<file path="config.mk">
export PLATFORM = sky130hd
export DESIGN_NAME = spff_fault_flags
export DESIGN_NICKNAME = d
export VERILOG_FILES = /design/src/logic/spff_sync.v /design/src/logic/spff_sticky.v /design/src/logic/spff_fault_flags.v
export VERILOG_INCLUDE_DIRS = /design/src /design/src/logic
export SDC_FILE = /design/constraint.sdc
export NUM_CORES = 1
export LEC_CHECK = 0
export BUFFER_PORTS_ARGS = -buffer_cell sky130_fd_sc_hd__buf_2
export CORE_UTILIZATION = 40
export CTS_CLUSTER_SIZE = 25
export DETAILED_ROUTE_END_ITERATION = 12
export PLACE_DENSITY_LB_ADDON = 0.15
export SLEW_MARGIN = 20
export SYNTH_ARGS = -nofsm -noshare
export SYNTH_HDL_FRONTEND = slang
export SYNTH_HIERARCHICAL = 1
export SYNTH_SLANG_ARGS = --single-unit
</file>
<file path="constraint.sdc">
create_clock -name pclk -period 1.95 [get_ports pclk]
set_clock_uncertainty 0.15 [all_clocks]
set_input_delay 0.39 -clock pclk [delete_from_list [all_inputs] [get_ports pclk]]
set_output_delay 0.39 -clock pclk [all_outputs]
set_load 0.005 [all_outputs]
</file>
<file path="src/logic/spff_defines.vh">
// Behaviour
// - The fault flag register sits at index 0x2F, is eight bits wide and reads zero after reset.
// - Bit 7 latches an undervoltage fault of the second converter and clears on entry into the initialization state when its undervoltage mask bit is one.
// - Bit 6 latches a negative overcurrent fault of the second converter.
// - Bit 5 latches a positive overcurrent fault of the second converter.
// - Bit 4 latches a short to ground of the second converter.
// - Bit 3 latches an undervoltage fault of the first converter and clears on entry into the initialization state when its undervoltage mask bit is one.
// - Bit 2 latches a negative overcurrent fault of the first converter.
// - Bit 1 latches a positive overcurrent fault of the first converter.
// - Bit 0 latches a short to ground of the first converter.
// - A flag reads one after a fault and zero otherwise; writing one clears it unless its fault is still present, and writing zero leaves it.
`ifndef SPFF_DEFINES_VH
`define SPFF_DEFINES_VH

// Register indices; the byte address is four times the index.
`define SPFF_IDX_FLAGS 6'h2F
`define SPFF_IDX_UNDERVOLT_MASK_BIT 6'h38
`define SPFF_IDX_INT_STATUS 6'h39
`define SPFF_IDX_INT_MASK 6'h3A
`define SPFF_IDX_LIVE 6'h3B
`define SPFF_ADDR_FLAGS {`SPFF_IDX_FLAGS, 2'b00}
`define SPFF_ADDR_UNDERVOLT_MASK_BIT {`SPFF_IDX_UNDERVOLT_MASK_BIT, 2'b00}
`define SPFF_ADDR_INT_STATUS {`SPFF_IDX_INT_STATUS, 2'b00}
`define SPFF_ADDR_INT_MASK {`SPFF_IDX_INT_MASK, 2'b00}
`define SPFF_ADDR_LIVE {`SPFF_IDX_LIVE, 2'b00}

// Field positions of the fault flag register.
`define SPFF_BIT_B_UV 7
`define SPFF_BIT_B_NEG_OC 6
`define SPFF_BIT_B_POS_OC 5
`define SPFF_BIT_B_SCG 4
`define SPFF_BIT_A_UV 3
`define SPFF_BIT_A_NEG_OC 2
`define SPFF_BIT_A_POS_OC 1
`define SPFF_BIT_A_SCG 0

// Undervoltage positions only; the mask register shares the flag layout.
`define SPFF_UV_BITS 8'h88

// Reset values.
`define SPFF_RST_FLAGS 8'h00
`define SPFF_RST_UNDERVOLT_MASK_BIT 8'h00
`define SPFF_RST_INT_STATUS 8'h00
`define SPFF_RST_INT_MASK 8'h00

// Widths and synchroniser depth.
`define SPFF_REG_W 8
`define SPFF_ADDR_W 8
`define SPFF_SYNC_STAGES 2

`endif

</file>
<file path="src/logic/spff_sync.v">
`timescale 1ns/1ps
// Two-stage synchroniser, one per bit, for the asynchronous fault comparators.
module spff_sync #(
   parameter W = 8
) (
   // Clock and reset
   input wire pclk,
   input wire presetn,
   // Data
   input wire [W-1:0] async_in,
   output wire [W-1:0] sync_out
);

   genvar i;
   generate
      for (i = 0; i < W; i = i + 1)
      begin : g_bit
         reg meta_reg;
         reg stable_reg;
         always @(posedge pclk or negedge presetn)
         begin
            if (!presetn)
            begin
               meta_reg <= 1'b0;
               stable_reg <= 1'b0;
            end
            else
            begin
               meta_reg <= async_in[i];
               stable_reg <= meta_reg;
            end
         end
         assign sync_out[i] = stable_reg;
      end
   endgenerate

endmodule // spff_sync

</file>
<file path="src/logic/spff_sticky.v">
`timescale 1ns/1ps
// Sticky bit vector: a set beats a clear landing in the same cycle.
module spff_sticky #(
   parameter W = 8,
   parameter [W-1:0] RST = {W{1'b0}}
) (
   // Clock and reset
   input wire pclk,
   input wire presetn,
   // Set and clear requests
   input wire [W-1:0] set_vec,
   input wire [W-1:0] clr_vec,
   // State
   output wire [W-1:0] q
);

   reg [W-1:0] bits_reg;
   wire [W-1:0] bits_next;

   assign bits_next = set_vec | (bits_reg & ~clr_vec);

   always @(posedge pclk or negedge presetn)
   begin
      if (!presetn)
         bits_reg <= RST;
      else
         bits_reg <= bits_next;
   end

   assign q = bits_reg;

endmodule // spff_sticky

</file>
<file path="src/logic/spff_fault_flags.v">
// Our own choice: the APB interface to the registers.
`timescale 1ns/1ps
`include "spff_defines.vh"
module spff_fault_flags (
   // Clock and reset
   input wire pclk,
   input wire presetn,

   // APB slave
   input wire psel,
   input wire penable,
   input wire pwrite,
   input wire [`SPFF_ADDR_W-1:0] paddr,
   input wire [31:0] pwdata,
   input wire [3:0] pstrb,
   output reg [31:0] prdata,
   output wire pready,
   output wire pslverr,

   // Fault comparators of the first converter, asynchronous levels
   input wire conv_a_undervolt_in,
   input wire conv_a_neg_overcurrent_in,
   input wire conv_a_pos_overcurrent_in,
   input wire conv_a_ground_short_in,

   // Fault comparators of the second converter, asynchronous levels
   input wire conv_b_undervolt_in,
   input wire conv_b_neg_overcurrent_in,
   input wire conv_b_pos_overcurrent_in,
   input wire conv_b_ground_short_in,

   // Sequencer state, same clock domain
   input wire initialization_state,

   // Flag state for the rest of the device
   output wire [`SPFF_REG_W-1:0] fault_flags,

   // Interrupt
   output wire irq
);

   // Raw and synchronised fault levels, arranged in the flag layout.
   wire [`SPFF_REG_W-1:0] fault_raw;
   wire [`SPFF_REG_W-1:0] fault_sync;

   // Flag register state and its update terms.
   wire [`SPFF_REG_W-1:0] flags_q;
   wire [`SPFF_REG_W-1:0] flags_set;
   wire [`SPFF_REG_W-1:0] flags_clr;
   wire [`SPFF_REG_W-1:0] flags_w1c;
   wire [`SPFF_REG_W-1:0] flags_auto_clr;

   // Software registers of this block.
   reg [`SPFF_REG_W-1:0] undervolt_mask_bit_reg;
   reg [`SPFF_REG_W-1:0] undervolt_mask_bit_next;
   reg [`SPFF_REG_W-1:0] int_mask_reg;
   reg [`SPFF_REG_W-1:0] int_mask_next;

   // Interrupt status state and its update terms.
   wire [`SPFF_REG_W-1:0] int_status_q;
   wire [`SPFF_REG_W-1:0] int_status_set;
   wire [`SPFF_REG_W-1:0] int_status_clr;

   // Initialization entry detection.
   reg init_prev_reg;
   wire init_entry;

   // Bus decode.
   wire setup_phase;
   wire access_phase;
   wire wr_access;
   wire rd_access;
   wire lane0_wr;
   wire hit_flags;
   wire hit_undervolt_mask_bit;
   wire hit_int_status;
   wire hit_int_mask;
   wire hit_live;
   wire addr_mapped;
   reg [31:0] rd_mux;
   reg [31:0] prdata_next;

   // Bits of the status register that were returned by the pending read.
   reg [`SPFF_REG_W-1:0] rd_status_snap_reg;
   reg [`SPFF_REG_W-1:0] rd_status_snap_next;

   assign fault_raw[`SPFF_BIT_B_UV] = conv_b_undervolt_in;
   assign fault_raw[`SPFF_BIT_B_NEG_OC] = conv_b_neg_overcurrent_in;
   assign fault_raw[`SPFF_BIT_B_POS_OC] = conv_b_pos_overcurrent_in;
   assign fault_raw[`SPFF_BIT_B_SCG] = conv_b_ground_short_in;
   assign fault_raw[`SPFF_BIT_A_UV] = conv_a_undervolt_in;
   assign fault_raw[`SPFF_BIT_A_NEG_OC] = conv_a_neg_overcurrent_in;
   assign fault_raw[`SPFF_BIT_A_POS_OC] = conv_a_pos_overcurrent_in;
   assign fault_raw[`SPFF_BIT_A_SCG] = conv_a_ground_short_in;

   // The comparators are analog and unrelated to pclk.
   spff_sync #(
      .W(`SPFF_REG_W)
   ) u_sync (
      .pclk(pclk),
      .presetn(presetn),
      .async_in(fault_raw),
      .sync_out(fault_sync)
   );

   // Bus phases. The slave never inserts wait states.
   assign pready = 1'b1;
   assign setup_phase = psel & ~penable;
   assign access_phase = psel & penable;
   assign wr_access = access_phase & pwrite;
   assign rd_access = access_phase & ~pwrite;
   assign lane0_wr = wr_access & pstrb[0];

   assign hit_flags = (paddr == `SPFF_ADDR_FLAGS);
   assign hit_undervolt_mask_bit = (paddr == `SPFF_ADDR_UNDERVOLT_MASK_BIT);
   assign hit_int_status = (paddr == `SPFF_ADDR_INT_STATUS);
   assign hit_int_mask = (paddr == `SPFF_ADDR_INT_MASK);
   assign hit_live = (paddr == `SPFF_ADDR_LIVE);
   assign addr_mapped = hit_flags | hit_undervolt_mask_bit | hit_int_status | hit_int_mask | hit_live;

   // Unmapped or misaligned addresses answer with an error and change nothing.
   assign pslverr = access_phase & ~addr_mapped;

   // Each comparator level, while present, asks its own flag to be set.
   assign flags_set = fault_sync;

   // Ones written clear their flags, zeros are ignored.
   assign flags_w1c = (lane0_wr & hit_flags) ? pwdata[`SPFF_REG_W-1:0] : `SPFF_RST_FLAGS;

   // Only on the edge into initialization, never while it merely lasts.
   assign init_entry = initialization_state & ~init_prev_reg;

   // Undervoltage flags clear on that edge where their mask bit is one.
   assign flags_auto_clr = init_entry ? (undervolt_mask_bit_reg & `SPFF_UV_BITS) : `SPFF_RST_FLAGS;

   assign flags_clr = flags_w1c | flags_auto_clr;

   spff_sticky #(
      .W(`SPFF_REG_W),
      .RST(`SPFF_RST_FLAGS)
   ) u_flags (
      .pclk(pclk),
      .presetn(presetn),
      .set_vec(flags_set),
      .clr_vec(flags_clr),
      .q(flags_q)
   );

   assign fault_flags = flags_q;

   always @(posedge pclk or negedge presetn)
   begin
      if (!presetn)
         init_prev_reg <= 1'b0;
      else
         init_prev_reg <= initialization_state;
   end

   // A flag that goes from clear to set raises its interrupt event.
   assign int_status_set = flags_set & ~flags_q;

   // A read clears only the bits it returned, so a later event survives.
   assign int_status_clr = (rd_access & hit_int_status) ? rd_status_snap_reg : `SPFF_RST_INT_STATUS;

   spff_sticky #(
      .W(`SPFF_REG_W),
      .RST(`SPFF_RST_INT_STATUS)
   ) u_int_status (
      .pclk(pclk),
      .presetn(presetn),
      .set_vec(int_status_set),
      .clr_vec(int_status_clr),
      .q(int_status_q)
   );

   assign irq = |(int_status_q & int_mask_reg);

   always @*
   begin
      undervolt_mask_bit_next = undervolt_mask_bit_reg;
      if (lane0_wr & hit_undervolt_mask_bit)
         undervolt_mask_bit_next = pwdata[`SPFF_REG_W-1:0] & `SPFF_UV_BITS;
   end

   always @*
   begin
      int_mask_next = int_mask_reg;
      if (lane0_wr & hit_int_mask)
         int_mask_next = pwdata[`SPFF_REG_W-1:0];
   end

   always @(posedge pclk or negedge presetn)
   begin
      if (!presetn)
      begin
         undervolt_mask_bit_reg <= `SPFF_RST_UNDERVOLT_MASK_BIT;
         int_mask_reg <= `SPFF_RST_INT_MASK;
      end
      else
      begin
         undervolt_mask_bit_reg <= undervolt_mask_bit_next;
         int_mask_reg <= int_mask_next;
      end
   end

   // Read data for the addressed register; bits above the byte read zero.
   always @*
   begin
      rd_mux = 32'h00000000;
      case (1'b1)
         hit_flags:
            rd_mux[`SPFF_REG_W-1:0] = flags_q;
         hit_undervolt_mask_bit:
            rd_mux[`SPFF_REG_W-1:0] = undervolt_mask_bit_reg;
         hit_int_status:
            rd_mux[`SPFF_REG_W-1:0] = int_status_q;
         hit_int_mask:
            rd_mux[`SPFF_REG_W-1:0] = int_mask_reg;
         hit_live:
            rd_mux[`SPFF_REG_W-1:0] = fault_sync;
         default:
            rd_mux = 32'h00000000;
      endcase
   end

   // Read data is captured in the setup cycle and held through the access.
   always @*
   begin
      prdata_next = prdata;
      rd_status_snap_next = rd_status_snap_reg;
      if (setup_phase & ~pwrite)
      begin
         prdata_next = rd_mux;
         rd_status_snap_next = hit_int_status ? int_status_q : `SPFF_RST_INT_STATUS;
      end
   end

   always @(posedge pclk or negedge presetn)
   begin
      if (!presetn)
      begin
         prdata <= 32'h00000000;
         rd_status_snap_reg <= `SPFF_RST_INT_STATUS;
      end
      else
      begin
         prdata <= prdata_next;
         rd_status_snap_reg <= rd_status_snap_next;
      end
   end

endmodule // spff_fault_flags

</file>
==> out/qor.csv <==
metric;value;unit
synth_common_cells;dfrtp_1, buf_4, nand2_1, a21o_1, inv_1;
fin_ws;54.1;ps
cpMostUsedCell;buf_2;
cts-root-buf;clkbuf_8;
yosysTopAreaCell;dfrtp_1;
wirelength;5640;um
dpl_cell_area;3050;um^2
syn2layout_area_growth;20.0;%
die_h;85.3;um
grt_pass1_vias;1882;
synthCells;257;
yosys-mux-area-fraction;7.61;%
vias;1919;
status;finished, final reports clean;
synth_seq_cells;59;
final_cells;408;
min_path_type;in -> reg;
n_antenna_cell;0;
grt_overflow;0;
die_w;85.3;um
cp-end-kind;primary output;
drt_iter0_markers;61;
yosysWarnings;6;
numClockSinks;59;
synth_enable_flop_cells;0;
slew_viol_final;0;
power_density;757;nW/um^2
drive_gt1_share;30.2;%
synth_fa_ha_area_share;0;%
antenna_found_initial;0;
tns;0;ps
cts_buffer_depth;2;
grt_pass1_wl;9410;um
wl_per_cell;13.8;um
viasPerCell;4.70;
crit_family;simple AND/OR/NAND/NOR gates;
drt-pass1-iter-count;4;
yosysUniqueCellTypes;31;
cts_setup_buffers;0;
drc;0;
setup_viol;0;
dp_hpwl;3880;um
layout.nets;381;
cts-buffers-inserted;9;
htreeDepth;3;
max_stage_delay;210;ps
ant_nets;0;
fin_util;49.3;%
start_util;41.1;%
finalHoldViolCount;0;
rows;30;
cp.buffers_inverters;2;
port_buffers;48;
leakagePower;1.55;nW
synth_ff_type;dfrtp_1;
yosysSeqAreaShare;53.2;%
pre_cts_ws;-27.3;ps
cp_data_required_time;1410;ps
period_minus_slack;1900;ps
synth_top_family_by_area;simple AND/OR/NAND/NOR gates;
synthArstFlopShare;100;%
synth.most_common_cell;dfrtp_1;
cp_max_fo;4;
period_share;97.2;%
synth_top_area_share;53.2;%
cp.arrival;1360;ps
core;6760;um^2
netlist_area;2780;um^2
dp_cells;382;
grt.total_usage;17.3;%
timing.fmax;527;MHz
synth_xor_area_share;0;%
syn_avg_cell_area;10.8;um^2
cts_tree;done;
io_pins;101;
final_area;3330;um^2
clk_pin_slew;80;ps
die-area;7280;um^2
synth_compound_area_share;11.3;%
maxCapViolations;0;
path_cells;buf_2 > and4b_1 > and4_1 > o21ai_0 > and3_1 > buf_2;
synth_area_leaders;dfrtp_1, buf_4, mux2_2;
startpoint_type;input pin;
clk_latency;340;ps
place_congestion;0.757;
grt_max_degree;60;
crit_type;in -> out;
cpMaxStageDelayCell;and4_1;
synth-simple-area-share;15.4;%
rsz0062_at_grt;false;
ir_worst_vdd;0.467;mV
==> placed cells by master (no fill, tap or decap), types with 2 or more instances in the layout <==
cell type	n
dfrtp_1	59
buf_2	48
conb_1	25
nand2_1	18
inv_1	16
a21o_1	16
and2_1	15
mux2_2	15
buf_4	14
nor2_1	11
nor2b_1	10
dlygate4sd3_1	10
a22oi_1	9
clkbuf_8	9
nand3_1	7
a21oi_1	6
o21ai_0	5
and4b_1	4
clkinvlp_4	4
a31oi_1	3
nand4_1	2
a22o_1	2
and3_1	2
nand3b_1	2
a221oi_1	2
mux2i_1	2
==> cell type report <==
type	instances	area, um^2
clock buffers	9	124
clock inverters	7	52.6
fillers	660	3420
inverters	16	60.1
multi-input cells	164	1050
flip-flops and latches	59	1480
well taps	80	100
repair buffers	73	465
==> per-layer routing <==
layer | up-vias | wire, um | part of all wire (%) | track usage, %
li1 | 943 | - | - | -
met1 | 916 | 2600 | 46 | 23.0
met2 | 55 | 2680 | 48 | 27.0
met3 | 5 | 301 | 5.3 | 6.13
met4 | 0 | 62 | 1.1 | 4.55
met5 | - | 0 | 0 | 0
==> cell families (layout without fill, tap and decap cells) <==
kind of cell,count (synthesis),after routing
other,2,25
buffers and inverters,57,105
multiplexers,18,18
AND/OR/NAND/NOR,76,76
flip-flops,59,59
AO/OA/AOI/OAI,45,45
==> repair_timing <==
| action | 4_1_cts | 5_1_grt |
|---|---|---|
| hold endpoints to repair | 68 | 0 |
| endpoints found under the setup margin | 0 | 1 |
| hold buffers | 10 | 0 |
| gates resized for setup | 0 | 1 |
==> path summary, 6_finish.rpt <==
kind / start / endpoint / slack [ps] / depth (start not counted)
setup / recovery: paddr[2] / pslverr / 50 / 6
hold / removal: pwdata[6] / int_mask_reg[6] / 140 / 2
setup reg to reg: u_int_status/q[7] / prdata[7] / 410 / 3
hold reg to reg: u_sync/g_bit[0].meta_reg / u_sync/g_bit[0].stable_reg / 200 / 0
max in group asynchronous: presetn / u_flags/q[3] / 950 / 3
min in group asynchronous: presetn / u_sync/g_bit[4].meta_reg / 420 / 3
==> metrics by stage <==
step	hold slack [ps]	total power, mW
detailed placement	185	1.55
global route	119	2.65
floorplan	-55.6	1.47
global placement	182	1.55
finish	141	2.52
CTS	116	2.57
==> power breakdown <==
group | leakage [nW] | internal (mW) | switching [mW] | total [mW]
Clock | 0.0779 | 0.463 | 0.520 | 0.983
Sequential | 0.699 | 1.28 | 0.0379 | 1.32
Combinational | 0.772 | 0.110 | 0.109 | 0.218
No activity file was read; power rests on OpenSTA's default activity.
